$ cat src/core/hsq_regs.svh
// hsq_regs.svh: object indices, field positions, reset values and timing
// counts for the homing sequencer; assumes a 200 MHz ref_clk
`ifndef HSQ_REGS_SVH
`define HSQ_REGS_SVH

// object dictionary indices
`define HSQ_IDX_CONTROL 16'h6040
`define HSQ_IDX_STATUS 16'h6041
`define HSQ_IDX_OPMODE 16'h6060
`define HSQ_IDX_METHOD 16'h6098
`define HSQ_IDX_SPEEDS 16'h6099
`define HSQ_IDX_ACCEL 16'h609a

// reset values
`define HSQ_RST_CONTROL 16'h0000
`define HSQ_RST_OPMODE 8'h00
`define HSQ_RST_METHOD 8'h00
`define HSQ_RST_SPEEDS 32'h0000_0000
`define HSQ_RST_ACCEL 32'h0000_0000

// field positions
`define HSQ_OPMODE_HOMING 8'h06
`define HSQ_CW_START_BIT 4
`define HSQ_SW_TGT_BIT 10
`define HSQ_SW_ATTAINED_BIT 12
`define HSQ_SW_ERROR_BIT 13
`define HSQ_SPD_FAST_LSB 0
`define HSQ_SPD_SLOW_LSB 16
`define HSQ_SPD_WIDTH 16

// homing method codes (signed 8 bit)
`define HSQ_M_CURRENT 8'h00
`define HSQ_M_CUR_ZERO 8'h23
`define HSQ_M_IDX_POS 8'h22
`define HSQ_M_IDX_NEG 8'h21
`define HSQ_M_LIM_POS 8'h12
`define HSQ_M_LIM_NEG 8'h11
`define HSQ_M_LIMIDX_POS 8'h02
`define HSQ_M_LIMIDX_NEG 8'h01
`define HSQ_M_HS_POS 8'hff
`define HSQ_M_HS_NEG 8'hfe

// timing: one millisecond tick for the hard stop delay
`define HSQ_CLK_PERIOD_NS 5
`define HSQ_MS_TIME_NS 1000000
`define HSQ_MS_CYCLES (`HSQ_MS_TIME_NS / `HSQ_CLK_PERIOD_NS)

`endif

$ cat src/core/hsq_pkg.sv
// hsq_pkg: types shared by the homing sequencer files
// assumes nothing beyond a SystemVerilog compiler
package hsq_pkg;

  // profile kind handed to the position loop
  typedef enum logic [1:0] {
    HSQ_PROF_HOLD,
    HSQ_PROF_VELOCITY,
    HSQ_PROF_POSITION
  } hsq_prof_e;

  // trajectory parameters for the position loop
  typedef struct packed {
    hsq_prof_e mode;
    logic signed [31:0] vel;
    logic [31:0] accel;
    logic signed [31:0] target;
  } hsq_traj_s;

  // one dictionary object access
  typedef struct packed {
    logic wrEn;
    logic rdEn;
    logic [15:0] index;
    logic [31:0] wrData;
  } hsq_obj_req_s;

  // sequencer states
  typedef enum {
    HSQ_IDLE,
    HSQ_AWAY,
    HSQ_SEEK_SW,
    HSQ_SEEK_IDX,
    HSQ_SEEK_HS,
    HSQ_MOVE_ZERO,
    HSQ_DONE,
    HSQ_FAULT
  } hsq_state_e;

endpackage

$ cat src/core/hsq_homing_sequencer.sv
// hsq_homing_sequencer: homing sequencer with its dictionary objects
// assumes a 200 MHz ref_clk, position loop and current loop on the same
// clock, and limit and index pins asynchronous to it
`timescale 1ns/1ps
`default_nettype none
`include "hsq_regs.svh"
module hsq_homing_sequencer #(
  parameter int MS_CYCLES = `HSQ_MS_CYCLES,
  parameter int DELAY_WIDTH = 16
) (
  input wire logic ref_clk,
  input wire logic rst_n,
  input wire hsq_pkg::hsq_obj_req_s objReq,
  output logic [31:0] objRdData,
  output logic objRdValid,
  input wire logic posLimitPin,
  input wire logic negLimitPin,
  input wire logic indexPin,
  input wire logic atCurrentLimit,
  input wire logic [DELAY_WIDTH-1:0] hardStopDelayMs,
  input wire logic signed [31:0] homeOffset,
  input wire logic signed [31:0] actualPos,
  input wire logic trajDone,
  output hsq_pkg::hsq_traj_s traj,
  output logic signed [31:0] zeroPos,
  output logic zeroValid
);

  // dictionary objects
  logic [15:0] controlCommandWord;
  logic [7:0] operatingModeSelect;
  logic [7:0] homingMethodSelect;
  logic [31:0] homingSpeedPair;
  logic [31:0] homingAccelRate;

  // sequencer state
  hsq_pkg::hsq_state_e state;
  hsq_pkg::hsq_state_e next_state;
  logic dirPos;
  logic next_dirPos;
  logic slow;
  logic next_slow;
  logic captureHome;
  logic homeAttained;
  logic homeError;
  logic moveArmed;
  logic startPrev;
  logic idxPrev;
  logic [DELAY_WIDTH-1:0] hsCount;

  // synchronised pins and tick
  logic [2:0] pinSync;
  logic msTick;

  hsq_sync #(.WIDTH(3)) pinSyncInst (
    .ref_clk(ref_clk),
    .rst_n(rst_n),
    .asyncIn({indexPin, negLimitPin, posLimitPin}),
    .syncOut(pinSync)
  );

  hsq_tick #(.CYCLES(MS_CYCLES)) msTickInst (
    .ref_clk(ref_clk),
    .rst_n(rst_n),
    .tick(msTick)
  );

  // pin and control decoding
  wire posLim = pinSync[0];
  wire negLim = pinSync[1];
  wire idxLevel = pinSync[2];
  wire idxRise = idxLevel & ~idxPrev;
  wire homingMode = (operatingModeSelect == `HSQ_OPMODE_HOMING);
  wire startBit = controlCommandWord[`HSQ_CW_START_BIT];
  wire startRise = startBit & ~startPrev;
  wire run = homingMode & startBit;
  wire [15:0] fastSpd = homingSpeedPair[`HSQ_SPD_FAST_LSB +: `HSQ_SPD_WIDTH];
  wire [15:0] slowSpd = homingSpeedPair[`HSQ_SPD_SLOW_LSB +: `HSQ_SPD_WIDTH];

  // direction and reference limit of the selected method
  wire methodPos = (homingMethodSelect == `HSQ_M_IDX_POS) ||
                   (homingMethodSelect == `HSQ_M_LIM_POS) ||
                   (homingMethodSelect == `HSQ_M_LIMIDX_POS) ||
                   (homingMethodSelect == `HSQ_M_HS_POS);
  wire limitOnly = (homingMethodSelect == `HSQ_M_LIM_POS) ||
                   (homingMethodSelect == `HSQ_M_LIM_NEG);
  wire refLimit = methodPos ? posLim : negLim;
  wire dirLimit = dirPos ? posLim : negLim;
  wire hardStop = atCurrentLimit && (hsCount >= hardStopDelayMs);

  // signed speed from magnitude and direction
  function automatic logic signed [31:0] signedSpeed(
    input logic [15:0] mag,
    input logic pos
  );
    return pos ? $signed({16'h0000, mag}) : -$signed({16'h0000, mag});
  endfunction

  // next state of the homing sequence
  always_comb begin
    next_state = state;
    next_dirPos = dirPos;
    next_slow = slow;
    captureHome = 1'b0;
    if (!run) begin
      next_state = hsq_pkg::HSQ_IDLE;
    end else begin
      case (state)
        hsq_pkg::HSQ_IDLE: begin
          if (startRise) begin
            case (homingMethodSelect)
              `HSQ_M_CURRENT: begin
                captureHome = 1'b1;
                next_state = hsq_pkg::HSQ_DONE;
              end
              `HSQ_M_CUR_ZERO: begin
                captureHome = 1'b1;
                next_state = hsq_pkg::HSQ_MOVE_ZERO;
              end
              `HSQ_M_IDX_POS, `HSQ_M_IDX_NEG: begin
                next_dirPos = methodPos;
                next_slow = 1'b1;
                next_state = hsq_pkg::HSQ_SEEK_IDX;
              end
              `HSQ_M_LIM_POS, `HSQ_M_LIM_NEG,
              `HSQ_M_LIMIDX_POS, `HSQ_M_LIMIDX_NEG: begin
                next_slow = 1'b0;
                if (refLimit) begin
                  next_dirPos = ~methodPos;
                  next_state = hsq_pkg::HSQ_AWAY;
                end else begin
                  next_dirPos = methodPos;
                  next_state = hsq_pkg::HSQ_SEEK_SW;
                end
              end
              `HSQ_M_HS_POS, `HSQ_M_HS_NEG: begin
                next_dirPos = methodPos;
                next_slow = 1'b0;
                next_state = hsq_pkg::HSQ_SEEK_HS;
              end
              default: next_state = hsq_pkg::HSQ_FAULT;
            endcase
          end
        end
        hsq_pkg::HSQ_AWAY: begin
          if (!refLimit) begin
            next_dirPos = methodPos;
            next_state = hsq_pkg::HSQ_SEEK_SW;
          end
        end
        hsq_pkg::HSQ_SEEK_SW: begin
          if (refLimit && limitOnly) begin
            captureHome = 1'b1;
            next_state = hsq_pkg::HSQ_DONE;
          end else if (refLimit) begin
            next_dirPos = ~methodPos;
            next_slow = 1'b1;
            next_state = hsq_pkg::HSQ_SEEK_IDX;
          end
        end
        hsq_pkg::HSQ_SEEK_IDX: begin
          if (idxRise) begin
            captureHome = 1'b1;
            next_state = hsq_pkg::HSQ_DONE;
          end else if (dirLimit) begin
            next_state = hsq_pkg::HSQ_FAULT;
          end
        end
        hsq_pkg::HSQ_SEEK_HS: begin
          if (dirLimit) begin
            next_state = hsq_pkg::HSQ_FAULT;
          end else if (hardStop) begin
            captureHome = 1'b1;
            next_state = hsq_pkg::HSQ_DONE;
          end
        end
        hsq_pkg::HSQ_MOVE_ZERO: begin
          if (moveArmed && trajDone) begin
            next_state = hsq_pkg::HSQ_DONE;
          end
        end
        hsq_pkg::HSQ_DONE, hsq_pkg::HSQ_FAULT: next_state = state;
        default: next_state = hsq_pkg::HSQ_IDLE;
      endcase
    end
  end

  // state, edge history and move arming
  always_ff @(posedge ref_clk) begin
    if (!rst_n) begin
      state <= hsq_pkg::HSQ_IDLE;
      dirPos <= 1'b1;
      slow <= 1'b0;
      startPrev <= 1'b0;
      idxPrev <= 1'b0;
      moveArmed <= 1'b0;
    end else begin
      state <= next_state;
      dirPos <= next_dirPos;
      slow <= next_slow;
      startPrev <= startBit;
      idxPrev <= idxLevel;
      moveArmed <= (state == hsq_pkg::HSQ_MOVE_ZERO);
    end
  end

  // hard stop timer counts free running millisecond ticks at the current limit
  always_ff @(posedge ref_clk) begin
    if (!rst_n || !atCurrentLimit || state != hsq_pkg::HSQ_SEEK_HS) begin
      hsCount <= '0;
    end else if (msTick && hsCount != '1) begin
      hsCount <= hsCount + 1'b1;
    end
  end

  // home capture and new zero: home plus offset
  always_ff @(posedge ref_clk) begin
    if (!rst_n) begin
      zeroPos <= '0;
      zeroValid <= 1'b0;
    end else if (captureHome) begin
      zeroPos <= actualPos + homeOffset;
      zeroValid <= 1'b1;
    end
  end

  // status flags: cleared by a new start, a set in the same cycle wins
  always_ff @(posedge ref_clk) begin
    if (!rst_n) begin
      homeAttained <= 1'b0;
      homeError <= 1'b0;
    end else begin
      homeAttained <= (homeAttained & ~(startRise & homingMode)) |
                      (next_state == hsq_pkg::HSQ_DONE &&
                       state != hsq_pkg::HSQ_DONE);
      homeError <= (homeError & ~(startRise & homingMode)) |
                   (next_state == hsq_pkg::HSQ_FAULT &&
                    state != hsq_pkg::HSQ_FAULT);
    end
  end

  // trajectory parameters registered from the next state
  always_ff @(posedge ref_clk) begin
    if (!rst_n) begin
      traj <= '0;
    end else begin
      traj.accel <= homingAccelRate;
      traj.target <= captureHome ? actualPos + homeOffset : zeroPos;
      case (next_state)
        hsq_pkg::HSQ_AWAY, hsq_pkg::HSQ_SEEK_SW,
        hsq_pkg::HSQ_SEEK_IDX, hsq_pkg::HSQ_SEEK_HS: begin
          traj.mode <= hsq_pkg::HSQ_PROF_VELOCITY;
          traj.vel <= signedSpeed(next_slow ? slowSpd : fastSpd,
                                  next_dirPos);
        end
        hsq_pkg::HSQ_MOVE_ZERO: begin
          traj.mode <= hsq_pkg::HSQ_PROF_POSITION;
          traj.vel <= signedSpeed(fastSpd, 1'b1);
        end
        default: begin
          traj.mode <= hsq_pkg::HSQ_PROF_HOLD;
          traj.vel <= '0;
        end
      endcase
    end
  end

  // object writes; the status word is read only
  always_ff @(posedge ref_clk) begin
    if (!rst_n) begin
      controlCommandWord <= `HSQ_RST_CONTROL;
      operatingModeSelect <= `HSQ_RST_OPMODE;
      homingMethodSelect <= `HSQ_RST_METHOD;
      homingSpeedPair <= `HSQ_RST_SPEEDS;
      homingAccelRate <= `HSQ_RST_ACCEL;
    end else if (objReq.wrEn) begin
      case (objReq.index)
        `HSQ_IDX_CONTROL: controlCommandWord <= objReq.wrData[15:0];
        `HSQ_IDX_OPMODE: operatingModeSelect <= objReq.wrData[7:0];
        `HSQ_IDX_METHOD: homingMethodSelect <= objReq.wrData[7:0];
        `HSQ_IDX_SPEEDS: homingSpeedPair <= objReq.wrData;
        `HSQ_IDX_ACCEL: homingAccelRate <= objReq.wrData;
        default: ;
      endcase
    end
  end

  // status word and read selection
  wire stopped = (state == hsq_pkg::HSQ_DONE) ||
                 (state == hsq_pkg::HSQ_FAULT) ||
                 (state == hsq_pkg::HSQ_IDLE);
  wire [15:0] statusWord = ({15'h0000, stopped} << `HSQ_SW_TGT_BIT) |
                           ({15'h0000, homeAttained} << `HSQ_SW_ATTAINED_BIT) |
                           ({15'h0000, homeError} << `HSQ_SW_ERROR_BIT);
  wire [31:0] readSel =
    (objReq.index == `HSQ_IDX_CONTROL) ? {16'h0000, controlCommandWord} :
    (objReq.index == `HSQ_IDX_STATUS) ? {16'h0000, statusWord} :
    (objReq.index == `HSQ_IDX_OPMODE) ? {24'h000000, operatingModeSelect} :
    (objReq.index == `HSQ_IDX_METHOD) ? {24'h000000, homingMethodSelect} :
    (objReq.index == `HSQ_IDX_SPEEDS) ? homingSpeedPair :
    (objReq.index == `HSQ_IDX_ACCEL) ? homingAccelRate :
    32'h0000_0000;

  // read answer one cycle after the request
  always_ff @(posedge ref_clk) begin
    if (!rst_n) begin
      objRdData <= '0;
      objRdValid <= 1'b0;
    end else begin
      objRdValid <= objReq.rdEn;
      if (objReq.rdEn) begin
        objRdData <= readSel;
      end
    end
  end

  // checks next to the logic they guard
  idle_outside_mode_a: assert property (
    @(posedge ref_clk) disable iff (!rst_n)
    !homingMode |=> state == hsq_pkg::HSQ_IDLE &&
                    traj.mode == hsq_pkg::HSQ_PROF_HOLD)
    else $error("sequence active outside homing mode");
  start_index_a: assert property (
    @(posedge ref_clk) disable iff (!rst_n)
    (state == hsq_pkg::HSQ_IDLE && startRise && homingMode &&
     homingMethodSelect == `HSQ_M_IDX_POS)
    |=> state == hsq_pkg::HSQ_SEEK_IDX && traj.vel == $signed({16'h0000,
        $past(slowSpd)}))
    else $error("start bit did not begin index seek");
  error_flag_a: assert property (
    @(posedge ref_clk) disable iff (!rst_n)
    state != hsq_pkg::HSQ_FAULT && next_state == hsq_pkg::HSQ_FAULT
    |=> homeError && state == hsq_pkg::HSQ_FAULT)
    else $error("homing error not reported");
  zero_offset_a: assert property (
    @(posedge ref_clk) disable iff (!rst_n)
    captureHome |=> zeroValid &&
                   zeroPos == $past(actualPos) + $past(homeOffset))
    else $error("new zero is not home plus offset");
  slow_index_a: assert property (
    @(posedge ref_clk) disable iff (!rst_n)
    state == hsq_pkg::HSQ_SEEK_IDX && $stable(homingSpeedPair)
    |-> traj.vel == signedSpeed(slowSpd, dirPos))
    else $error("index seek not at slow speed");
  accel_single_a: assert property (
    @(posedge ref_clk) disable iff (!rst_n)
    traj.mode != hsq_pkg::HSQ_PROF_HOLD
    |-> traj.accel == $past(homingAccelRate))
    else $error("homing acceleration not applied");
  method_zero_a: assert property (
    @(posedge ref_clk) disable iff (!rst_n)
    (state == hsq_pkg::HSQ_IDLE && startRise && homingMode &&
     homingMethodSelect == `HSQ_M_CURRENT)
    |=> state == hsq_pkg::HSQ_DONE && traj.vel == 32'sh0000_0000 &&
        traj.mode == hsq_pkg::HSQ_PROF_HOLD)
    else $error("method zero moved the axis");
  move_zero_a: assert property (
    @(posedge ref_clk) disable iff (!rst_n)
    state == hsq_pkg::HSQ_MOVE_ZERO
    |-> traj.mode == hsq_pkg::HSQ_PROF_POSITION && traj.target == zeroPos)
    else $error("final move not aimed at new zero");
  index_limit_a: assert property (
    @(posedge ref_clk) disable iff (!rst_n)
    state == hsq_pkg::HSQ_SEEK_IDX && run && dirPos && posLim && !idxRise
    |=> state == hsq_pkg::HSQ_FAULT ##1 homeError)
    else $error("limit before index not flagged");
  hard_stop_a: assert property (
    @(posedge ref_clk) disable iff (!rst_n)
    state == hsq_pkg::HSQ_SEEK_HS && run && !dirLimit && atCurrentLimit &&
    hsCount >= hardStopDelayMs |=> state == hsq_pkg::HSQ_DONE)
    else $error("hard stop not detected");

endmodule // hsq_homing_sequencer
`default_nettype wire

$ cat src/core/hsq_sync.sv
// hsq_sync: two flip-flop synchroniser for pin levels
// assumes inputs are asynchronous levels; output is one ref_clk domain level
`timescale 1ns/1ps
`default_nettype none
module hsq_sync #(
  parameter int WIDTH = 1
) (
  input wire logic ref_clk,
  input wire logic rst_n,
  input wire logic [WIDTH-1:0] asyncIn,
  output logic [WIDTH-1:0] syncOut
);
  logic [WIDTH-1:0] stage1;

  // first stage feeds only the second
  always_ff @(posedge ref_clk) begin
    if (!rst_n) begin
      stage1 <= '0;
      syncOut <= '0;
    end else begin
      stage1 <= asyncIn;
      syncOut <= stage1;
    end
  end
endmodule // hsq_sync
`default_nettype wire

$ cat src/core/hsq_tick.sv
// hsq_tick: divider giving a one-cycle enable every CYCLES clocks
// assumes CYCLES is at least 2
`timescale 1ns/1ps
`default_nettype none
module hsq_tick #(
  parameter int CYCLES = 200000
) (
  input wire logic ref_clk,
  input wire logic rst_n,
  output logic tick
);
  localparam int CW = $clog2(CYCLES);
  localparam logic [CW-1:0] LAST = CW'(CYCLES - 1);
  logic [CW-1:0] count;

  // free running count, pulse on wrap
  always_ff @(posedge ref_clk) begin
    if (!rst_n) begin
      count <= '0;
      tick <= 1'b0;
    end else begin
      count <= (count == LAST) ? '0 : count + 1'b1;
      tick <= (count == LAST);
    end
  end
endmodule // hsq_tick
`default_nettype wire

$ cat config.mk
export PLATFORM = sky130hd
export DESIGN_NAME = hsq_homing_sequencer
export DESIGN_NICKNAME = d
export VERILOG_FILES = /design/src/core/hsq_pkg.sv /design/src/core/hsq_homing_sequencer.sv /design/src/core/hsq_sync.sv /design/src/core/hsq_tick.sv
export VERILOG_INCLUDE_DIRS = /design/src /design/src/core
export SDC_FILE = /design/constraint.sdc
export NUM_CORES = 1
export LEC_CHECK = 0
export ABC_AREA = 1
export BUFFER_PORTS_ARGS = -buffer_cell sky130_fd_sc_hd__clkbuf_2
export CAP_MARGIN = 20
export CORE_MARGIN = 2
export CORE_UTILIZATION = 52
export CTS_BUF_LIST = sky130_fd_sc_hd__clkbuf_8
export CTS_CLUSTER_SIZE = 24
export DETAILED_ROUTE_END_ITERATION = 7
export PLACE_DENSITY = 0.81
export SYNTH_ARGS = -nofsm -noshare
export SYNTH_HDL_FRONTEND = slang
export SYNTH_SLANG_ARGS = --single-unit
$ cat constraint.sdc
create_clock -name ref_clk -period 2.45 [get_ports ref_clk]
set_clock_uncertainty 0.1 [all_clocks]
set_input_delay 0.1225 -clock ref_clk [delete_from_list [all_inputs] [get_ports ref_clk]]
set_output_delay 0.1225 -clock ref_clk [all_outputs]
set_load 0.005 [all_outputs]
==> results of run 1 <==
registers in the layout, indices dropped and copies added (netlist names), 16 cells and up:
register            count
msTickInst.count       18
objRdData              32
traj                   97
homingSpeedPair        32
hsCount                16
homingAccelRate        32
controlCommandWord     16
state                  32
power by group:
group / switching (mW) / total (mW) / leakage [nW] / internal, mW
Sequential: 0.0168 / 5.05 / 2.49 / 5.03
Combinational: 0.619 / 1.09 / 6.75 / 0.472
Clock: 2.05 / 4.43 / 0.560 / 2.38
Total: 2.68 / 10.6 / 9.81 / 7.89
cell families after synthesis:
kind of cell	after synthesis
simple gates	727
compound gates	513
buf+inv	386
flops	307
fa+ha+maj	52
xor+xnor	36
other cells	1
final timing paths:
| path | start | to | cells after the start |
|---|---|---|---|
| setup / recovery | operatingModeSelect[4]$_SDFFE_PN0P_ | traj[79]$_SDFF_PN0_ | 14 |
| hold / removal | objReq[49] | homingMethodSelect[2]$_SDFFE_PN0P_ | 4 |
| hold reg to reg | pinSyncInst.stage1[1]$_SDFF_PN0_ | pinSyncInst.syncOut[1]$_SDFF_PN0_ | 2 |
| setup reg to reg | operatingModeSelect[4]$_SDFFE_PN0P_ | traj[79]$_SDFF_PN0_ | 14 |
cells in the final DEF (no fill, tap or decap), types with 24 or more instances in the layout:
| master | instances |
|---|---|
| o21ai_0 | 179 |
| o21ai_2 | 25 |
| buf_4 | 173 |
| dfxtp_1 | 293 |
| nor3_1 | 24 |
| o211ai_1 | 30 |
| dlygate4sd3_1 | 84 |
| clkbuf_2 | 299 |
| nor2_1 | 147 |
| ha_1 | 39 |
| conb_1 | 29 |
| inv_1 | 278 |
| clkbuf_8 | 55 |
| nand2_1 | 294 |
| nand2_2 | 46 |
| a21oi_1 | 184 |
| nor2_4 | 26 |
| nand3_1 | 80 |
cell type report:
class / instances / area [µm²]
well taps: 378 / 473
repair buffers: 587 / 4130
fillers: 2024 / 6820
clock buffers: 55 / 757
inverters: 285 / 1090
flip-flops and latches: 307 / 6170
multi-input cells: 1359 / 8190
clock inverters: 29 / 223
worst reg2reg max path, stage by stage (launching register included):
cell and delay [ns]:
dfxtp_1 0.34, nor4_1 0.34, nand4_1 0.33, buf_4 0.25
nor2_1 0.18, nand3_4 0.12, nand3_1 0.09, nand2_1 0.09
nand2_2 0.10, nor2_4 0.05, nand3_2 0.09, nor3_2 0.05
ha_1 0.30, o21ai_2 0.16, o22ai_2 0.11
per-layer routing:
metal  up-vias  global-route usage  wire length (µm)
met2       791               0.533             23900
met4         0               0.141              2360
met5         -                   0                 0
li1       7749                   -                 -
met3       184              0.0488              3430
met1      7360               0.362             19200
timing repair:
action / 4_1_cts / 5_1_grt
hold buffers: 84 / 0
gates cloned: 3 / 6
gates resized for setup: 66 / 249
setup buffers: 10 / 22
pin swaps: 23 / 72
setup endpoints to repair: 66 / 78
hold endpoints to repair: 157 / 0
==> key figures, run 1 <==
Logic synthesis
  – Synth Area in Adders: 0.0446
  – Cell taking the most area after synthesis: dfxtp_1
  – Compound-Gate Fraction of Synth Area: 0.191
  – Syn_area_per_cell: between 7 and 8 µm²
  – Asr flop ratio synth: 0
  – Netlist cell types: between 50 and 60
  – Multiplexer share of the synthesized area: 0
  – #FFs+latches synth: a little over 300
  – Synth warn: 0
  – Synth Instances: around 2000
  – Fraction of the mapped netlist area in simple logic gates: 0.217
  – Main synth FF type: dfxtp_1
  – Top cells by area, synth: dfxtp_1 (42%), nand2_1 (8.7%), o21ai_0 (7.2%), inv_1 (6.9%), a21oi_1 (6.7%)
  – Register area share after synthesis: 0.417
  – Post-Synthesis Cell Area: ~15000 µm²
  – Yosys top cell area share: 0.417
  – Top cells by count, synth: nand2_1 (340), dfxtp_1 (307), inv_1 (273)
  – Count leader, synth: nand2_1
  – Post-synth EDFFs: 0
  – XOR/XNOR Fraction of Synth Area: 0.0214
  – Largest family of logic cells by synthesized area: simple AND/OR/NAND/NOR gates

CTS
  – Clock Tree Root: clkbuf_8
  – Worst-skew pair later-pin latency: between 0.6 and 0.7 ns
  – CTS Buffer Depth: 3
  – CTS Buf Count: 49
  – # H-tree levels: 2
  – Sink Count: around 310
  – Clock transition at path regs: 0.06 ns
  – TritonCTS clock tree: built

Power
  – PwrDens: around 500 nW/µm²
  – Leak: just under 10 nW
  – Design Power: 10.6 mW
  – Worst IR drop on VDD: approximately 400 µV

Setup path
  – CP max stage cell: dfxtp_1
  – Worst reg2reg setup slack: -0.41 ns
  – Top cell family by delay on the critical path: simple AND/OR/NAND/NOR gates
  – Slowest stage delay, CP: about 0.34 ns
  – Critical-path maximum fanout: 6
  – CP Class: reg2reg
  – CP bufs+invs: 1
  – Crit path required time: roughly 2.8 ns
  – Arrival time at the worst endpoint: approximately 3.2 ns
  – CP Launch Type: flip-flop
  – Worst-path cell chain: nor4_1, nand4_1, buf_4, nor2_1, nand3_4, nand3_1, nand2_1, nand2_2, nor2_4, nand3_2, nor3_2, ha_1, o21ai_2, o22ai_2
  – Element type at the critical path end: flip-flop

Drt
  – Pre-Repair DR Iteration Count: 6
  – Routed wire length per instance: 16.3 µm
  – Vias: 16100
  – Vias/cell: between 5 and 6
  – DRT iter0 DRCs: roughly 1400
  – Post-route DRC: 0
  – Total Routed Length: between 40000 and 50000 µm
  – Antenna viol nets, final: 0

Floorplanning
  – Chip width: about 170 µm
  – Core footprint: roughly 28000 µm²
  – Row cnt: between 60 and 70
  – Die area: approximately 30000 µm²
  – Die Y: about 170 µm
  – Starting Density: 0.529
  – Ports: approximately 300

Timing
  – Post-route setup TNS: -8.73 ns
  – Hold WS: between 0.02 and 0.025 ns
  – PnR worst setup slack: -0.412 ns
  – Setup repair after global routing missed its margin: true
  – Max Fclk: 0.349 GHz
  – Relative max-transition margin: 0.419
  – Max-slew violation count: 0
  – Final period util: 1.17
  – Final Setup Violations: 35
  – Worst slew pin tran: roughly 0.87 ns
  – Final Hold Vio Count: 0
  – Period minus WS final: around 2.9 ns

Placed design
  – Routability cong.: ~0.93
  – DP Worst Slack: -0.468 ns
  – Buffers on Ports: 300
  – DP Area: about 18000 µm²
  – DP Cell Count: around 2800
  – Hpwl dp: about 33000 µm

Layout
  – Final non-filler cell total: 3000
  – Final core utilization: 0.755
  – Final instance area: around 21000 µm²
  – Fin nets: approximately 2800
  – N_diodes: 0
  – Layout cells sized above 1: 0.313
  – Area delta synth->final: 42.6%

Global route
  – Vias in the first global route: about 15000
  – Total global routing overflow: 0
  – Global-route wire length before repair: 72300 µm
  – GRT Util Overall: 0.303
  – Antenna violations before repair: 0
  – Largest net degree at the start of global routing: 160

Worst hold path
  – Hold Path Class: in2reg

Run status
  – Status: complete, but fails checks
  – Failing checks: negative setup slack

Run
  – Max cap viols: 0
Power figures use the tool's default switching activity.
==> run 2: changes to the inputs <==
--- a/config.mk
+++ b/config.mk
@@ -9,7 +9,6 @@
 export ABC_AREA = 1
 export BUFFER_PORTS_ARGS = -buffer_cell sky130_fd_sc_hd__clkbuf_2
 export CAP_MARGIN = 20
-export CORE_MARGIN = 2
 export CORE_UTILIZATION = 52
 export CTS_BUF_LIST = sky130_fd_sc_hd__clkbuf_8
 export CTS_CLUSTER_SIZE = 24
==> run 2 against run 1 <==
Effect of this change: the flow still finishes with violations (negative setup slack); via count grew 2.2%; global-route usage grew 1.4 points; sequential power is essentially flat; maximum frequency grew 1.4%; sequential cell count is the same; clock-buffer cell count grew 5; register-to-register slack gained 0.04 ns; largest cell class unchanged.
==> key figures, run 2 (same netlist as run 1, synthesis figures left out) <==
Run status
  – Status: complete, but fails checks
  – Failing checks: negative setup slack

Layout
  – Biggest register: traj
  – Commonest non-fill, non-tap cell in the layout: clkbuf_2
  – Area delta synth->final: 44.3%
  – Final instance area: approximately 21000 µm²
  – Fin nets: 2796
  – Commonest non-fill, non-tap cells in the layout: clkbuf_2 (299), nand2_1 (296), dfxtp_1 (291), inv_1 (275), a21oi_1 (184)
  – Layout cells sized above 1: 0.328
  – Largest register FFs: 97

Placed design
  – Buffers on Ports: 300
  – Hpwl dp: roughly 33000 µm
  – Routability cong.: just under 1
  – DP Area: ~18000 µm²

Global route
  – Largest net degree at the start of global routing: between 150 and 200
  – Global-route wire length before repair: roughly 74000 µm
  – Total global routing overflow: 0
  – GRT Util Overall: 0.318
  – Vias in the first global route: about 16000
  – Antenna violations before repair: 0

CTS
  – CTS Buffer Depth: 3
  – CTS Buf Count: between 40 and 50
  – TritonCTS clock tree: built
  – Clock transition at path regs: ~0.06 ns
  – Clock Tree Root: clkbuf_8
  – # H-tree levels: 2
  – Sink Count: 307
  – Worst-skew pair later-pin latency: about 0.60 ns

Power
  – Design Power: between 10 and 15 mW
  – Leak: 9.96 nW
  – PwrDens: 500 nW/µm²
  – Worst IR drop on VDD: roughly 380 µV

Drt
  – Pre-Repair DR Iteration Count: 6
  – Routed wire length per instance: 16.8 µm
  – Vias: 16400
  – Antenna viol nets, final: 0
  – Vias/cell: between 5 and 6
  – Post-route DRC: 0
  – Total Routed Length: approximately 51000 µm
  – DRT iter0 DRCs: roughly 1400

Setup path
  – Crit path required time: about 2.8 ns
  – Critical-path maximum fanout: 6
  – CP Class: reg2reg
  – Arrival time at the worst endpoint: approximately 3.2 ns
  – CP Launch Type: flip-flop
  – Element type at the critical path end: flip-flop

Floorplanning
  – Ports: around 300
  – Die Y: approximately 170 µm
  – Die area: between 20000 and 30000 µm²
  – Core footprint: 27900 µm²
  – Chip width: roughly 170 µm
  – Row cnt: a little over 60
  – Starting Density: 0.529

Timing
  – Final period util: 1.15
  – Setup repair after global routing missed its margin: true
  – Post-route setup TNS: -8.88 ns
  – Max Fclk: 0.354 GHz
  – Max-slew violation count: 0
  – Worst slew pin tran: around 0.95 ns
  – Relative max-transition margin: 0.369
  – PnR worst setup slack: -0.373 ns
  – Final Setup Violations: 39
  – Period minus WS final: around 2.8 ns
  – Final Hold Vio Count: 0

Run
  – Max cap viols: 0

Worst hold path
  – Hold Path Class: in2reg
-- run 2: cell type report --
class	count	area (µm²)
Clock buffer	60	826
Clock inverter	28	183
Antenna cell	1	2.50
Timing Repair inverter	1	11.3
Multi-Input combinational cell	1360	8190
Sequential cell	307	6170
Fill cell	1982	6570
Tap cell	378	473
Timing Repair Buffer	603	4340
Inverter	285	1090
-- run 2: final timing paths --
kind / slack, ns / cells past startpoint / endpoint / from
setup / recovery: -0.37 / 17 / traj[79]$_SDFF_PN0_ / homingMethodSelect[2]$_SDFFE_PN0P_
hold / removal: 0.0009 / 5 / objRdData[6]$_SDFFE_PN0P_ / objReq[36]
setup reg to reg: -0.37 / 17 / traj[79]$_SDFF_PN0_ / homingMethodSelect[2]$_SDFFE_PN0P_
hold reg to reg: 0.32 / 2 / pinSyncInst.syncOut[2]$_SDFF_PN0_ / pinSyncInst.stage1[2]$_SDFF_PN0_
-- run 2: critical path: stages (launching register included) --
cell and delay (ns):
dfxtp_4 0.36, nor2_4 0.18, nand3_4 0.11, nor2_1 0.16
nand2_1 0.15, nand2_1 0.12, nand2_2 0.09, buf_4 0.15
nand3_2 0.12, nand3_1 0.10, nand2_2 0.10, nand2_2 0.07
nor2_2 0.15, nand3_2 0.11, nor3_2 0.14, ha_1 0.26
o21ai_1 0.13, o22ai_1 0.09
-- run 2: where the power goes --
part | switching (mW) | leakage, nW | total, mW | internal [mW]
clock | 2.14 | 0.566 | 4.48 | 2.35
sequential | 0.0168 | 2.50 | 5.05 | 5.03
combinational | 0.637 | 6.90 | 1.11 | 0.469
-- run 2: per-stage QoR --
stage	util	instances	hold WS (ns)	worst slack [ns]
after floorplan	-	2050	0.120	-0.152
after global placement	0.634	2798	0.210	-0.261
after detailed placement	0.634	2798	0.212	-0.446
after CTS	0.728	3000	0.00122	-0.332
after global routing	0.764	3022	0.0365	-0.459
final	0.764	3023	0.000903	-0.373
-- run 2: routing by layer --
layer | share of wire | wire length [µm] | track usage | vias up
li1 | - | - | - | 7781
met1 | 0.38 | 19200 | 0.368 | 7540
met2 | 0.49 | 24800 | 0.554 | 908
met3 | 0.081 | 4110 | 0.0635 | 214
met4 | 0.052 | 2660 | 0.163 | 0
met5 | 0 | 0 | 0 | -
-- run 2: timing repair --
item / CTS / global route
cloned: 7 / 8
buffers inserted: 30 / 23
endpoints found under the hold margin: 153 / 0
endpoints found under the setup margin: 67 / 79
pin swaps: 49 / 77
resized for setup: 121 / 213
hold buffers: 78 / 0
==> run 3: changes to the inputs <==
--- a/config.mk
+++ b/config.mk
@@ -13,6 +13,7 @@
 export CTS_BUF_LIST = sky130_fd_sc_hd__clkbuf_8
 export CTS_CLUSTER_SIZE = 24
 export DETAILED_ROUTE_END_ITERATION = 7
+export MAX_ROUTING_LAYER = met4
 export PLACE_DENSITY = 0.81
 export SYNTH_ARGS = -nofsm -noshare
 export SYNTH_HDL_FRONTEND = slang
==> run 3 against run 2 <==
Effect of this change: the flow still finishes with violations (negative setup slack); hold slack improved by 0.029 ns; routed wire length is 0.75% higher; critical path depth rose by 2; maximum frequency hardly changed; die area is the same; clock power up 4%; power grew 1.4%; first-iteration DRC count rose by 6.5%; global-route usage grew 1.0 points; sequential power about the same; highest routed layer unchanged.
==> key figures, run 3 (same netlist as run 1, synthesis figures left out) <==
Drt
  – Post-route DRC: 0
  – Routed wire length per instance: around 17 µm
  – Vias/cell: roughly 5.5
  – Antenna viol nets, final: 0
  – Vias: about 17000
  – Pre-Repair DR Iteration Count: 6
  – Total Routed Length: about 51000 µm
  – DRT iter0 DRCs: ~1500

Layout
  – Area occupied by registers: between 6000 and 7000 µm²
  – Commonest non-fill, non-tap cell in the layout: clkbuf_2
  – Commonest non-fill, non-tap cells in the layout: clkbuf_2 (299), dfxtp_1 (287), nand2_1 (286), inv_1 (274), a21oi_1 (185)
  – Biggest register: traj
  – Layout cells sized above 1: 0.334
  – Multi-input gate area: roughly 8400 µm²
  – Largest register FFs: 97
  – Fin nets: between 2000 and 3000
  – Area delta synth->final: 45.8%
  – Fillers: between 1500 and 2000
  – Final core utilization: 0.772

CTS
  – # H-tree levels: 2
  – Clock Tree Root: clkbuf_8
  – CTS Buffer Depth: 3
  – CTS Buf Count: approximately 50
  – Clock transition at path regs: approximately 0.070 ns
  – TritonCTS clock tree: built
  – Sink Count: 307
  – Worst-skew pair later-pin latency: 0.60 ns

Placed design
  – DP Worst Slack: -0.364 ns
  – Buffers on Ports: 300
  – Hpwl dp: approximately 32000 µm
  – Routability cong.: 1.01

Run
  – Max cap viols: 0

Timing
  – Final period util: 1.15
  – Max Fclk: 0.355 GHz
  – Period minus WS final: ~2.8 ns
  – Final Hold Vio Count: 0
  – Max-slew violation count: 0
  – Relative max-transition margin: 0.399
  – Worst slew pin tran: between 0.9 and 1 ns
  – Post-route setup TNS: -8.37 ns
  – Final Setup Violations: 42
  – Setup repair after global routing missed its margin: true
  – PnR worst setup slack: -0.370 ns

Floorplanning
  – Die area: ~29000 µm²
  – Core footprint: 27900 µm²
  – Chip width: 170 µm
  – Ports: about 300
  – Die Y: 170 µm
  – Row cnt: ~60
  – Starting Density: 0.529

Global route
  – Vias in the first global route: 15400
  – Largest net degree at the start of global routing: 160
  – Total global routing overflow: 0
  – Antenna violations before repair: 1
  – Global-route wire length before repair: between 70000 and 80000 µm
  – GRT Util Overall: 0.328

Setup path
  – Worst-path cell chain: nor2_4, nand3_4, o21ai_4, nand2_2, nand2_1, nand2_1, nand2_2, nand2_2, nand2_4, buf_12, nand3_1, nand2_1, nand2_1, nor2_4, nand3_4, nor3_4, ha_1, o21ai_1, o22ai_1
  – Worst reg2reg setup slack: -0.37 ns
  – CP Class: reg2reg
  – Arrival time at the worst endpoint: 3.19 ns
  – CP max stage cell: dfxtp_2
  – Slowest stage delay, CP: 0.34 ns
  – Crit path required time: 2.82 ns
  – Critical-path maximum fanout: 6
  – Crit path top cell by count: nand2_1
  – Element type at the critical path end: flip-flop
  – CP Launch Type: flip-flop

Power
  – Worst IR drop on VDD: about 370 µV
  – Leak: roughly 10 nW
  – PwrDens: between 500 and 600 nW/µm²

Run status
  – Failing checks: negative setup slack
  – Status: complete, but fails checks

Worst hold path
  – Hold Path Class: in2reg
run 3: cell count changes in the layout (fill, tap and decap cells not counted), sizes merged:
cell / before / now
dlygate4sd3: 77 / 79
clkinvlp: 2 / 0
clkinv: 19 / 17
inv: 292 / 291
bufinv: 1 / 2
clkbuf: 364 / 368
nor2: 191 / 190
buf: 222 / 220
run 3: critical path: cells and delay by family, from the launching register on:
kind | cells | cell delay, ns
simple gates | 14 | 1.45
flops | 1 | 0.34
fa+ha+maj | 1 | 0.25
compound gates | 3 | 0.41
buf+inv | 1 | 0.12
run 3: path summary, 6_finish.rpt:
kind                                       from                                end  cells after the start
min reg2reg    pinSyncInst.stage1[1]$_SDFF_PN0_  pinSyncInst.syncOut[1]$_SDFF_PN0_                      2
max reg2reg  homingMethodSelect[3]$_SDFFE_PN0P_                traj[79]$_SDFF_PN0_                     19
min                               actualPos[16]              traj[16]$_SDFFE_PN0P_                      4
max          homingMethodSelect[3]$_SDFFE_PN0P_                traj[79]$_SDFF_PN0_                     19
run 3: cell type report:
type | instances | area share
timing repair buffer | 603 | 0.202
inverter | 285 | 0.0510
sequential | 307 | 0.287
clock inverter | 25 | 0.00820
antenna | 1 | 0.000116
tap | 378 | 0.0220
multi-input combinational | 1359 | 0.389
clock buffer | 64 | 0.0410
run 3: repair_timing:
item | in CTS | in global routing
pin swaps | 51 | 77
buffers inserted | 32 | 23
hold buffers | 79 | 0
cloned | 5 | 6
endpoints found under the hold margin | 148 | 0
endpoints found under the setup margin | 51 | 76
gates resized for setup | 128 | 251
run 3: routing by layer:
layer,wire length [µm],vias to the layer above,global-route usage,part of all wire
met5,0,-,-,0
met2,24900,1002,0.562,0.49
li1,-,7807,-,-
met1,19100,7619,0.372,0.37
met4,2850,0,0.157,0.056
met3,4340,253,0.0544,0.085
run 3: per-stage QoR:
stage          total power [mW]  hold slack (ns)  area, µm²  std cells
2_1_floorplan              5.67            0.120      14900       2050
3_3_place_gp               6.01            0.210      17600       2796
3_5_place_dp               6.01            0.214      17600       2796
4_1_cts                    10.7         0.000470      20200       2997
5_1_grt                    11.2           0.0490      21500       3022
6_report                   10.8           0.0299      21500       3022
run 3: power breakdown:
group	leakage (nW)	total [mW]	internal, mW	switching (mW)
Clock	0.595	4.64	2.57	2.08
Combinational	6.96	1.09	0.466	0.624
Sequential	2.50	5.05	5.03	0.0183
Total	10.1	10.8	8.07	2.72
